<file path="src/sbsr_pkg.sv">
// What this block does
// [RL1] controller writes an 8-bit enable mask, 0 to 255; a 1 enables that status bit
// [RL2] a zero mask bit blocks its status bit; an all-zero mask blocks every request
// [RL3] mask bit 6 ignores writes and always reads back zero
// [RL4] mask query returns the current mask as one unsigned byte
// [RL5] mask writes are applied in local and in remote state alike
// [RL6] status query returns bits 0-5 and 7 with master summary in bit 6
// [RL7] serial poll returns the status byte with the request flag in bit 6
// [RL8] master summary is 1 when any status bit enabled by the mask is 1
// [RL9] request flag is 1 when the device has issued a service request
// [RL10] bit 5 set while an enabled standard event is pending
// [RL11] bit 4 is 1 while the output queue holds at least one byte
// [RL12] bit 2 is set when a numeric argument was adapted to a legal value
// [RL13] bit 0 is set when an enabled internal state is entered
// [RL14] bits 7, 3 and 1 are reserved and read as zero
// [RL15] request line rises when summary rises; flag latched until polled
package sbsr_pkg;
    // ------------------------------------------------------------
    // status byte layout
    // ------------------------------------------------------------
    localparam int SBSR_BIT_INTERNAL = 0;
    localparam int SBSR_BIT_RSV_ONE  = 1;
    localparam int SBSR_BIT_ADAPTED  = 2;
    localparam int SBSR_BIT_RSV_THR  = 3;
    localparam int SBSR_BIT_MSG_AVL  = 4;
    localparam int SBSR_BIT_EVENT    = 5;
    localparam int SBSR_BIT_SUMMARY  = 6;
    localparam int SBSR_BIT_RSV_TOP  = 7;
    // bits that may ever be nonzero in the status source and in the mask
    localparam logic [7:0] SBSR_STATUS_LIVE = 8'h35;
    localparam logic [7:0] SBSR_MASK_WRITABLE = 8'hbf;
    localparam logic [7:0] SBSR_MASK_RESET = 8'h00;
endpackage : sbsr_pkg

</file>
<file path="src/sbsr_summary.sv">
`timescale 1ns/1ps
// ------------------------------------------------------------
// master summary: or of status bits gated by the mask
// ------------------------------------------------------------
module sbsr_summary
    import sbsr_pkg::*;
(
    input  wire logic [7:0] status_in,
    input  wire logic [7:0] mask_in,
    output logic            summary_out
);
    // bit 6 is excluded so the summary never feeds itself
    assign summary_out = |(status_in & mask_in & SBSR_STATUS_LIVE); // [RL8] [RL2]
endmodule // sbsr_summary

</file>
<file path="src/sbsr_mask_reg.sv">
`timescale 1ns/1ps
// ------------------------------------------------------------
// service request enable mask
// ------------------------------------------------------------
module sbsr_mask_reg
    import sbsr_pkg::*;
(
    input  wire logic       clock_in,
    input  wire logic       nrst_in,
    input  wire logic       ce_in,
    input  wire logic       wr_in,
    input  wire logic [7:0] wdata_in,
    output logic      [7:0] mask_out
);
    typedef struct packed {
        logic [7:0] mask;
    } sbsr_mask_st_t;

    sbsr_mask_st_t st_r;
    sbsr_mask_st_t st_nxt;

    always_comb begin
        st_nxt = st_r;
        // no local/remote gating on purpose
        if (wr_in) begin // [RL5] [RL1]
            st_nxt.mask = wdata_in & SBSR_MASK_WRITABLE; // [RL3]
        end
    end

    always_ff @(posedge clock_in) begin
        if (!nrst_in) begin
            st_r.mask <= SBSR_MASK_RESET;
        end else if (ce_in) begin
            st_r <= st_nxt;
        end
    end

    assign mask_out = st_r.mask; // [RL4]
endmodule // sbsr_mask_reg

</file>
<file path="src/sbsr_top.sv">
`timescale 1ns/1ps
// ------------------------------------------------------------
// status byte and service request top
// ------------------------------------------------------------
module sbsr_top
    import sbsr_pkg::*;
(
    input  wire logic       clock_in,
    input  wire logic       nrst_in,
    input  wire logic       ce_in,
    // summary sources from the surrounding instrument
    input  wire logic       event_summary_in,
    input  wire logic       queue_not_empty_in,
    input  wire logic       value_adapted_flag_in,
    input  wire logic       internal_change_flag_in,
    // controller requests, one-cycle pulses
    input  wire logic       mask_wr_in,
    input  wire logic [7:0] mask_wdata_in,
    input  wire logic       mask_rd_in,
    input  wire logic       status_rd_in,
    input  wire logic       poll_in,
    // answers
    output logic      [7:0] rdata_out,
    output logic            rvalid_out,
    output logic            srq_out,
    output logic            summary_out
);
    typedef struct packed {
        logic [7:0] rdata;
        logic       rvalid;
        logic       rqs;
        logic       summ_q;
    } sbsr_st_t;

    sbsr_st_t   st_r;
    sbsr_st_t   st_nxt;
    logic [7:0] mask;
    logic [7:0] status;
    logic       summary;

    // ------------------------------------------------------------
    // status byte assembly, reserved bits tied low
    // ------------------------------------------------------------
    always_comb begin
        status = 8'h00; // [RL14]
        status[SBSR_BIT_EVENT]    = event_summary_in;        // [RL10]
        status[SBSR_BIT_MSG_AVL]  = queue_not_empty_in;      // [RL11]
        status[SBSR_BIT_ADAPTED]  = value_adapted_flag_in;   // [RL12]
        status[SBSR_BIT_INTERNAL] = internal_change_flag_in; // [RL13]
    end

    sbsr_mask_reg u_mask (
        .clock_in (clock_in),
        .nrst_in  (nrst_in),
        .ce_in    (ce_in),
        .wr_in    (mask_wr_in),
        .wdata_in (mask_wdata_in),
        .mask_out (mask)
    );

    sbsr_summary u_summ (
        .status_in   (status),
        .mask_in     (mask),
        .summary_out (summary)
    );

    // ------------------------------------------------------------
    // request flag and read answers
    // ------------------------------------------------------------
    always_comb begin
        st_nxt = st_r;
        st_nxt.summ_q = summary;
        st_nxt.rvalid = 1'b0;
        // a poll reports the flag and then clears it; a new rising edge
        // in the same cycle wins so no request is lost
        if (poll_in) begin
            st_nxt.rqs = 1'b0; // [RL15]
        end
        if (summary && !st_r.summ_q) begin
            st_nxt.rqs = 1'b1; // [RL15] [RL9]
        end
        // priority poll, status, mask when several arrive together
        if (poll_in) begin
            st_nxt.rdata = status;
            st_nxt.rdata[SBSR_BIT_SUMMARY] = st_r.rqs; // [RL7]
            st_nxt.rvalid = 1'b1;
        end else if (status_rd_in) begin
            st_nxt.rdata = status;
            st_nxt.rdata[SBSR_BIT_SUMMARY] = summary; // [RL6]
            st_nxt.rvalid = 1'b1;
        end else if (mask_rd_in) begin
            st_nxt.rdata = mask; // [RL4] [RL3]
            st_nxt.rvalid = 1'b1;
        end
    end

    always_ff @(posedge clock_in) begin
        if (!nrst_in) begin
            st_r <= '0;
        end else if (ce_in) begin
            st_r <= st_nxt;
        end
    end

    assign rdata_out   = st_r.rdata;
    assign rvalid_out  = st_r.rvalid;
    assign srq_out     = st_r.rqs; // [RL9]
    assign summary_out = summary;  // [RL8]
endmodule // sbsr_top

</file>
<file path="config.mk">
export PLATFORM = sky130hd
export DESIGN_NAME = sbsr_top
export DESIGN_NICKNAME = d
export VERILOG_FILES = /design/src/sbsr_pkg.sv /design/src/sbsr_summary.sv /design/src/sbsr_mask_reg.sv /design/src/sbsr_top.sv
export SDC_FILE = /design/constraint.sdc
export NUM_CORES = 1
export LEC_CHECK = 0
export BUFFER_PORTS_ARGS = -buffer_cell sky130_fd_sc_hd__buf_2
export CAP_MARGIN = 30
export CELL_PAD_IN_SITES_DETAIL_PLACEMENT = 0
export CELL_PAD_IN_SITES_GLOBAL_PLACEMENT = 1
export CORE_ASPECT_RATIO = 1.25
export CORE_MARGIN = 8
export CORE_UTILIZATION = 32
export CTS_BUF_LIST = sky130_fd_sc_hd__clkbuf_4 sky130_fd_sc_hd__clkbuf_8 sky130_fd_sc_hd__clkbuf_16
export DETAILED_ROUTE_END_ITERATION = 6
export MAX_ROUTING_LAYER = met4
export PLACE_DENSITY_LB_ADDON = 0.3
export SLEW_MARGIN = 20
export SYNTH_ARGS = -nofsm -noshare
export SYNTH_HDL_FRONTEND = slang
export SYNTH_HIERARCHICAL = 1
export SYNTH_SLANG_ARGS = --single-unit
</file>
<file path="constraint.sdc">
create_clock -name clock_in -period 1.12 [get_ports clock_in]
set_input_delay 0.056 -clock clock_in [delete_from_list [all_inputs] [get_ports clock_in]]
set_output_delay 0.056 -clock clock_in [all_outputs]
set_load 0.02 [all_outputs]
</file>
==> metrics.md, run 1 <==
| Metric | Value |
|---|---|
| Clock latency at the later pin of the worst-skew pair | 0.28 ns |
| Count of nets left with antenna violations after detail routing | 0 |
| Row count | 21 |
| Average via count per standard cell | 4.82 |
| Critical Path Max Stage Delay | 0.34 ns |
| Cell count after synthesis | 101 |
| Minimum clock period | 1.11 ns |
| Bufs on Longest Clock Path | 2 |
| Max Fclk | 0.899 GHz |
| Worst vdd rail ir drop | 0.456 mV |
| Area Overhead vs Synth | 20.0% |
| Detailed-placement wirelength estimate | 1560 microns |
| Fraction of layout cells with a size suffix above 1 | 47.2% |
| Total grt overflow | 0 |
| Vias in the first global route | 741 |
| R2R Path End | rdata_out[5] |
| Status | finished, final reports clean |
| Weighted congestion at the end of routability-driven global placement | 0.744 |
| Worst r2r path cells | 3 |
| Buffers added on ports | 28 |
| List of cells traversed by the critical path | a22oi_2 > nand2_2 > buf_6 |
| Kind of start point of the critical path | flop |
| Diode count | 0 |
| Max-slew violation total from the final report | 0 |
| Worst reg2reg startpoint | u_mask/mask_out[5] |
| Root Buffer Master | clkbuf_4 |
| Clock H-tree levels | 1 |
| Net count after synthesis | 120 |
| Data required time of the critical path | 1.06 ns |
| Portion of the clock cycle consumed by the worst path in the final layout | 99.4% |
| Hold path start | mask_wdata_in[2] |
| Number of hold violations in the final report | 0 |
| Count of yosys warnings during synthesis | 6 |
| DR DRC count | 0 |
| Placed insts | 150 |
| Non-filler cells in the finished layout | 157 |
| Setup slack of the critical path after layout | 0.00712 ns |
| Total Routing Usage GR | 8.59% |
| Endpoint arrival time on the critical path | 1.06 ns |
| Cells on Worst Hold Path | 3 |
| Worst min-delay path category | primary input to flop |
| Power density over cell area | 1210 nW/um^2 |
| Floorplan die area | 4860 sq um |
| Number of ports placed on the die boundary | 30 |
| Mean Syn Cell Area | 9.11 sq um |
| CTS tree | yes |
| TritonRoute pass-1 iters | 4 |
| Antenna violations before repair | 0 |
| Highest-count cells in the layout ignoring fill and taps | 27 x buf_2, 14 x dfxtp_1, 10 x nor2_1 |
| Global-route wire length before repair | 3350 microns |
| Routed length per placed instance | 12.7 microns |
| Number of nets in the final layout | 143 |
| Overall power | 1.33 mW |
| Critical path class | flop to output port |
| Number of sinks handled by clock tree synthesis | 18 |
| Vertical die dimension | 75.9 microns |
| Initial drt markers | 27 |
| Post-placement worst setup slack | 0.0175 ns |
| Worst-path fanout max | 4 |
| Starting density of the core | 34.0% |
| TritonCTS buffer count | 3 |
| Clock-pin slew on the worst setup and hold paths | 0.10 ns |
| Total leakage power | 0.459 nW |
| Post-synthesis cell area | 920 sq um |
| Setup TNS | 0 ns |
| Die X-Extent | 64.0 microns |
| Floorplan Core Area | 2710 sq um |
| Clock Skew | 0.00214 ns |
| Type of element capturing the critical path | output port |
| Final Routed Wirelength | 2000 microns |
| Max-capacitance violation count | 0 |
| Setup slack of the worst register-to-register path | 0.02 ns |
| Worst Hold Path EP | u_mask/mask_out[2] |
| Most common library cell in the layout ignoring fill and taps | buf_2 |
| Cell with the largest stage delay on the worst path | dfxtp_2 |
| Largest net degree at the start of global routing | 16 |
| Setup repair after global routing missed its margin | yes |
| Via count | 757 |
| Final count of negative-setup-slack endpoints | 0 |
-- registers in the layout, summed over array words and instances, names as in the netlist --
register,count
rdata_out,8
st_r,1
u_mask/mask_out,7
srq_out,1
rvalid_out,1
-- worst max-delay path: cells and delay by family (launching register included) --
family | cells | cell delay (ns)
flops | 1 | 0.34
compound gates | 1 | 0.17
buf+inv | 1 | 0.15
simple gates | 1 | 0.11
-- per-stage QoR --
| stage | hold slack (ns) | area, sq um | utilization (%) |
|---|---|---|---|
| after global routing | 0.00967 | 1100 | 40.8 |
| final | 0.0181 | 1100 | 40.8 |
| after CTS | 0.00248 | 1080 | 39.8 |
| after detailed placement | 0.307 | 1000 | 37.0 |
| after global placement | 0.312 | 1000 | 37.0 |
| after floorplan | 0.190 | 922 | - |
-- final cells by class --
| cell class | instances | area, sq um |
|---|---|---|
| Clock buffer | 4 | 36.3 |
| Inverter | 2 | 7.51 |
| Sequential cell | 18 | 365 |
| Timing Repair Buffer | 34 | 196 |
| Multi-Input combinational cell | 65 | 455 |
| Fill cell | 291 | 1600 |
| Tap cell | 34 | 42.5 |
-- what timing repair did --
item / CTS / global route
buffers inserted: 0 / 1
hold buffers: 2 / 0
hold endpoints to repair: 2 / 0
gates resized for setup: 7 / 8
pin swaps: 1 / 5
setup endpoints to repair: 1 / 5
-- layer usage --
metal  GRT usage (%)  routed length [microns]  vias to the layer above
li1                -                        -                      398
met1            9.63                      884                      341
met2            13.3                      996                       16
met3            2.50                       97                        2
met4            4.70                       18                        0
met5               -                        0                        -
-- power by group --
part | leakage, nW | internal, mW | switching (mW) | total [mW]
Sequential | 0.149 | 0.674 | 0.0183 | 0.692
Combinational | 0.289 | 0.108 | 0.142 | 0.250
Clock | 0.0210 | 0.198 | 0.191 | 0.389
-- worst max path at each step --
stage                       startpoint           end  slack (ns)  cells after the start
CTS                 u_mask/mask_out[0]   summary_out      -0.008                      3
global route        u_mask/mask_out[0]   summary_out       -0.05                      3
floorplan           u_mask/mask_out[0]  rdata_out[6]        0.04                      5
detailed placement  u_mask/mask_out[4]  rdata_out[4]        0.02                      3
finish              u_mask/mask_out[0]   summary_out       0.007                      3
global placement    u_mask/mask_out[0]  rdata_out[6]        0.03                      5
No activity file was read; power rests on OpenSTA's default activity.
==> inputs of run 2 (changes only) <==
Settings changed: CORE_UTILIZATION 32 to 27.
==> run 2 against run 1 <==
Against the previous run:
- the flow now finishes with violations (negative setup slack)
- critical path type unchanged
- count of clock-buffer cells in the layout stayed put
- global-route usage shrank 0.83 points
- largest cell class unchanged
- utilization is 4.9 points lower
- combinational power increased by 6%
- non-clock buffer count is 2 higher
- routed wire length is 0.50% higher
- maximum frequency decreased by 3.1%
- critical endpoint unchanged
- cell area is 4.6% higher
- register-to-register slack got worse by 0.04 ns
- flip-flop and latch count stayed put
- clock skew grew 0.0064 ns
- power increased by 11%
==> metrics.md, run 2 (synthesized netlist as in run 1, its figures left out) <==
| Metric | Value |
|---|---|
| Sequential share of power | 46.9% |
| Clock Skew | 0.00851 ns |
| Setup slack of the critical path after layout | -0.0289 ns |
| Worst-path fanout max | 3 |
| Worst vdd rail ir drop | 0.572 mV |
| Weighted congestion at the end of routability-driven global placement | 0.717 |
| Placed insts | 155 |
| Row count | 23 |
| Share of total power in combinational logic | 18.0% |
| Max-slew violation total from the final report | 0 |
| Bufs on Longest Clock Path | 2 |
| Portion of the clock cycle consumed by the worst path in the final layout | 103% |
| Die X-Extent | 68.2 microns |
| Area Overhead vs Synth | 25.6% |
| Clock latency at the later pin of the worst-skew pair | 0.25 ns |
| Endpoint arrival time on the critical path | 1.09 ns |
| Vias in the first global route | 767 |
| Worst reg2reg startpoint | u_mask/mask_out[0] |
| Largest net degree at the start of global routing | 15 |
| Fraction of layout cells with a size suffix above 1 | 49.6% |
| R2R Path End | rdata_out[6] |
| Floorplan die area | 5540 sq um |
| Internal power consumption | 1.11 mW |
| Final count of negative-setup-slack endpoints | 2 |
| Failing checks | negative setup slack |
| Highest-count cells in the layout ignoring fill and taps | 27 x buf_2, 14 x dfxtp_1, 10 x nor2_1 |
| Status | finished with violations |
| Type of element capturing the critical path | output port |
| Non-filler cells in the finished layout | 162 |
| Number of hold violations in the final report | 0 |
| Max Fclk | 0.870 GHz |
| Filler cell count in the final layout | 333 |
| Worst min-delay path category | primary input to flop |
| Via count | 758 |
| Starting density of the core | 28.5% |
| Global-route wire length before repair | 3260 microns |
| DR DRC count | 0 |
| Buffers added on ports | 28 |
| Total Routing Usage GR | 7.76% |
| Detailed-placement wirelength estimate | 1600 microns |
| Number of sinks handled by clock tree synthesis | 18 |
| Power dissipated by switching net loads | 0.369 mW |
| Floorplan Core Area | 3220 sq um |
| Most common library cell in the layout ignoring fill and taps | buf_2 |
| Max reg flops | 8 |
| Worst Hold Path EP | u_mask/mask_out[5] |
| Total leakage power | 0.485 nW |
| Kind of start point of the critical path | flop |
| Antenna violations before repair | 0 |
| Clock-pin slew on the worst setup and hold paths | 0.07 ns |
| Max-capacitance violation count | 0 |
| Minimum clock period | 1.15 ns |
| Count of nets left with antenna violations after detail routing | 0 |
| Worst r2r path cells | 6 |
| Overall power | 1.48 mW |
| Critical path class | flop to output port |
| Diode count | 0 |
| Power density over cell area | 1280 nW/um^2 |
| Data required time of the critical path | 1.06 ns |
| Clock H-tree levels | 1 |
| TritonCTS buffer count | 3 |
| Number of ports placed on the die boundary | 30 |
| Final Routed Wirelength | 2010 microns |
| Hold path start | mask_wdata_in[5] |
| Switching power as a share of total power | 25.0% |
| Average via count per standard cell | 4.68 |
| TritonRoute pass-1 iters | 3 |
| Cells on Worst Hold Path | 3 |
| Proportion of power drawn by the clock network | 35.1% |
| Initial drt markers | 10 |
| Total grt overflow | 0 |
| Setup slack of the worst register-to-register path | -0.02 ns |
| CTS tree | yes |
| Vertical die dimension | 81.3 microns |
| Root Buffer Master | clkbuf_8 |
| Routed length per placed instance | 12.4 microns |
| Number of nets in the final layout | 145 |
| Setup repair after global routing missed its margin | yes |
-- run 2: timing repair --
item | 4_1_cts | 5_1_grt
pin swaps | 4 | 5
hold buffers | 0 | 0
gates resized for setup | 9 | 8
setup endpoints to repair | 3 | 6
buffers inserted | 2 | 1
-- run 2: final cells by class --
type | count | area (sq um) | share of cell area [%]
sequential | 18 | 365 | 31.6
tap | 37 | 46.3 | 4.01
multi-input combinational | 65 | 454 | 39.3
inverter | 2 | 7.51 | 0.650
clock buffer | 4 | 55.1 | 4.77
timing repair buffer | 36 | 226 | 19.6
-- run 2: power by group through the flow --
stage | registers (mW) | clock network, mW | logic (mW)
floorplan | 0.706 | 0 | 0.170
global placement | 0.704 | 0 | 0.236
detailed placement | 0.705 | 0 | 0.237
CTS | 0.692 | 0.533 | 0.259
global route | 0.696 | 0.559 | 0.292
finish | 0.692 | 0.519 | 0.266
-- run 2: worst max-delay path: stages, from the launching register on --
cell     delay, ns
dfxtp_2       0.33
a22oi_2       0.18
nand2_2       0.09
buf_6         0.12
buf_6         0.12
-- run 2: per-layer routing --
layer / track usage [%] / up-vias / share of wire, %
met2: 12.3 / 17 / 48
li1: - / 403 / -
met1: 8.94 / 336 / 46
met3: 1.79 / 2 / 4.4
met5: - / - / 0
met4: 3.70 / 0 / 1.1
-- run 2: metrics by stage --
| stage | utilization, % | setup WS (ns) | hold WS (ns) | TNS (ns) | cell area (sq um) |
|---|---|---|---|---|---|
| 2_1_floorplan | - | 0.0381 | 0.190 | 0 | 922 |
| 3_3_place_gp | 32.1 | 0.0203 | 0.314 | 0 | 1030 |
| 3_5_place_dp | 32.1 | 0.00140 | 0.306 | 0 | 1030 |
| 4_1_cts | 35.1 | -0.0500 | 0.0499 | -0.101 | 1130 |
| 5_1_grt | 35.8 | -0.0710 | 0.0676 | -0.191 | 1150 |
| 6_report | 35.8 | -0.0289 | 0.0541 | -0.0472 | 1150 |
-- run 2: worst max path at each step --
stage / from / endpoint / slack, ns / cells after the start
after floorplan: u_mask/mask_out[0] / rdata_out[6] / 0.04 / 5
after global placement: u_mask/mask_out[4] / rdata_out[4] / 0.02 / 3
after detailed placement: u_mask/mask_out[4] / rdata_out[4] / 0.001 / 3
after CTS: u_mask/mask_out[0] / summary_out / -0.05 / 4
after global routing: u_mask/mask_out[0] / rdata_out[6] / -0.07 / 6
final: u_mask/mask_out[0] / summary_out / -0.03 / 4
==> inputs of run 3 (changes only) <==
Settings changed: CORE_ASPECT_RATIO 1.25 to 0.8, CTS_CLUSTER_SIZE set to 28, SLEW_MARGIN 20 to 15.
==> run 3 against run 2 <==
Against the previous run:
- the run now ends clean
- sequential power about the same
- power down 6.2%
- cell area down 2.9%
- count of clock-buffer cells in the layout down 1
==> metrics.md, run 3 (synthesized netlist as in run 1, its figures left out) <==
| Metric | Value |
|---|---|
| Max-slew violation total from the final report | 0 |
| Endpoint arrival time on the critical path | 1.22 ns |
| Placed insts | 159 |
| Final worst hold slack | 0.0589 ns |
| Worst min-delay path category | primary input to flop |
| Switching power as a share of total power | 26.4% |
| Clock Skew | 0.00154 ns |
| Sequential share of power | 50.0% |
| TritonRoute pass-1 iters | 4 |
| Initial drt markers | 30 |
| Status | finished, final reports clean |
| Vias in the first global route | 820 |
| Die X-Extent | 81.3 microns |
| Final count of negative-setup-slack endpoints | 0 |
| Non-filler cells in the finished layout | 165 |
| Diode count | 0 |
| Count of nets left with antenna violations after detail routing | 0 |
| Clock-pin slew on the worst setup and hold paths | 0.06 ns |
| Critical Path Max Stage Delay | 0.45 ns |
| Max-capacitance violation count | 0 |
| Bufs on Longest Clock Path | 2 |
| Post-CTS Hold Buffers | 0 |
| Delay-heaviest family, CP | simple AND/OR/NAND/NOR gates |
| Detailed-placement wirelength estimate | 1740 microns |
| Data required time of the critical path | 1.24 ns |
| Largest net degree at the start of global routing | 15 |
| Critical path buffer and inverter count | 0 |
| Total grt overflow | 0 |
| TritonCTS buffer count | 3 |
| Critical path class | flop to flop |
| Proportion of power drawn by the clock network | 31.7% |
| CTS tree | yes |
| Worst vdd rail ir drop | 0.592 mV |
| Core occupancy in the finished layout | 33.4% |
| Root Buffer Master | clkbuf_8 |
| Via count | 789 |
| Area Overhead vs Synth | 21.9% |
| Starting density of the core | 27.4% |
| Setup repair after global routing missed its margin | yes |
| Number of ports placed on the die boundary | 30 |
| Floorplan Core Area | 3350 sq um |
| Vertical die dimension | 68.2 microns |
| Max reg flops | 8 |
| Most common library cell in the layout ignoring fill and taps | buf_2 |
| Type of element capturing the critical path | flop |
| Global-route wire length before repair | 3830 microns |
| Final Routed Wirelength | 2250 microns |
| Power dissipated by switching net loads | 0.366 mW |
| Total leakage power | 0.466 nW |
| Power density over cell area | 1240 nW/um^2 |
| Worst-path fanout max | 3 |
| Row count | 19 |
| Number of hold violations in the final report | 0 |
| Weighted congestion at the end of routability-driven global placement | 0.680 |
| Clock latency at the later pin of the worst-skew pair | 0.25 ns |
| Kind of start point of the critical path | flop |
| Minimum clock period | 1.10 ns |
| Overall power | 1.39 mW |
| Fraction of layout cells with a size suffix above 1 | 49.6% |
| Clock H-tree levels | 1 |
| Cell with the largest stage delay on the worst path | or4b_1 |
| Portion of the clock cycle consumed by the worst path in the final layout | 98.4% |
| Antenna violations before repair | 0 |
| Number of sinks handled by clock tree synthesis | 18 |
| Number of nets in the final layout | 144 |
| Setup TNS | 0 ns |
| List of cells traversed by the critical path | or4b_1 > o21ai_1 > a211oi_1 |
| Floorplan die area | 5540 sq um |
| Total Routing Usage GR | 9.38% |
| Share of total power in combinational logic | 18.3% |
| Max Fclk | 0.908 GHz |
| Average via count per standard cell | 4.78 |
| DR DRC count | 0 |
| Routed length per placed instance | 13.6 microns |
| Highest-count cells in the layout ignoring fill and taps | 27 x buf_2, 14 x dfxtp_1, 10 x nor2_1 |
| Internal power consumption | 1.02 mW |
| Buffers added on ports | 28 |
## run 3: changes by cell type in the layout (fill, tap and decap cells not counted)
cell / change
a211oi_2: +1
buf_4: +3
buf_12: -1
buf_6: -3
a211oi_1: -1
clkbuf_8: -1
## run 3: path summary, 6_finish.rpt
kind,startpoint,endpoint,slack [ns],cells after the start
hold / removal,mask_wdata_in[1],u_mask/mask_out[1],0.06,3
setup reg to reg,u_mask/mask_out[2],rdata_out[2],0.02,3
setup / recovery,u_mask/mask_out[2],rdata_out[2],0.02,3
hold reg to reg,rvalid_out,rvalid_out,0.47,2
## run 3: through the flow
stage               area, sq um  worst slack (ns)
CTS                        1080           0.00922
global placement           1020            0.0183
floorplan                   922            0.0381
detailed placement         1020          -0.00138
global route               1120           -0.0379
finish                     1120            0.0183
## run 3: area by class of cell
cell class / count / area [sq um]
clock buffers: 3 / 41.3
fillers: 380 / 2230
inverters: 2 / 7.51
multi-input cells: 65 / 459
flip-flops and latches: 18 / 365
well taps: 42 / 52.6
repair buffers: 35 / 195
## run 3: metal layers
layer	vias up	global-route usage [%]	routed length, microns
li1	399	-	-
met1	358	11.1	1070
met2	25	13.7	948
met3	7	4.33	180
met4	0	3.33	42
met5	-	-	0
## run 3: power groups by stage
stage	registers (mW)	clock network [mW]	logic, mW
floorplan	0.706	0	0.170
global placement	0.704	0	0.226
detailed placement	0.706	0	0.231
CTS	0.693	0.462	0.240
global route	0.696	0.496	0.279
finish	0.693	0.439	0.254
## run 3: worst min-delay path, stage by stage
cell and delay [ns]:
buf_2 0.08, nand4_1 0.08, o21ai_2 0.06
## run 3: repair_timing
item,in CTS,in global routing
buffers inserted,1,2
resized for setup,7,8
endpoints found under the setup margin,3,6
pin swaps,2,4
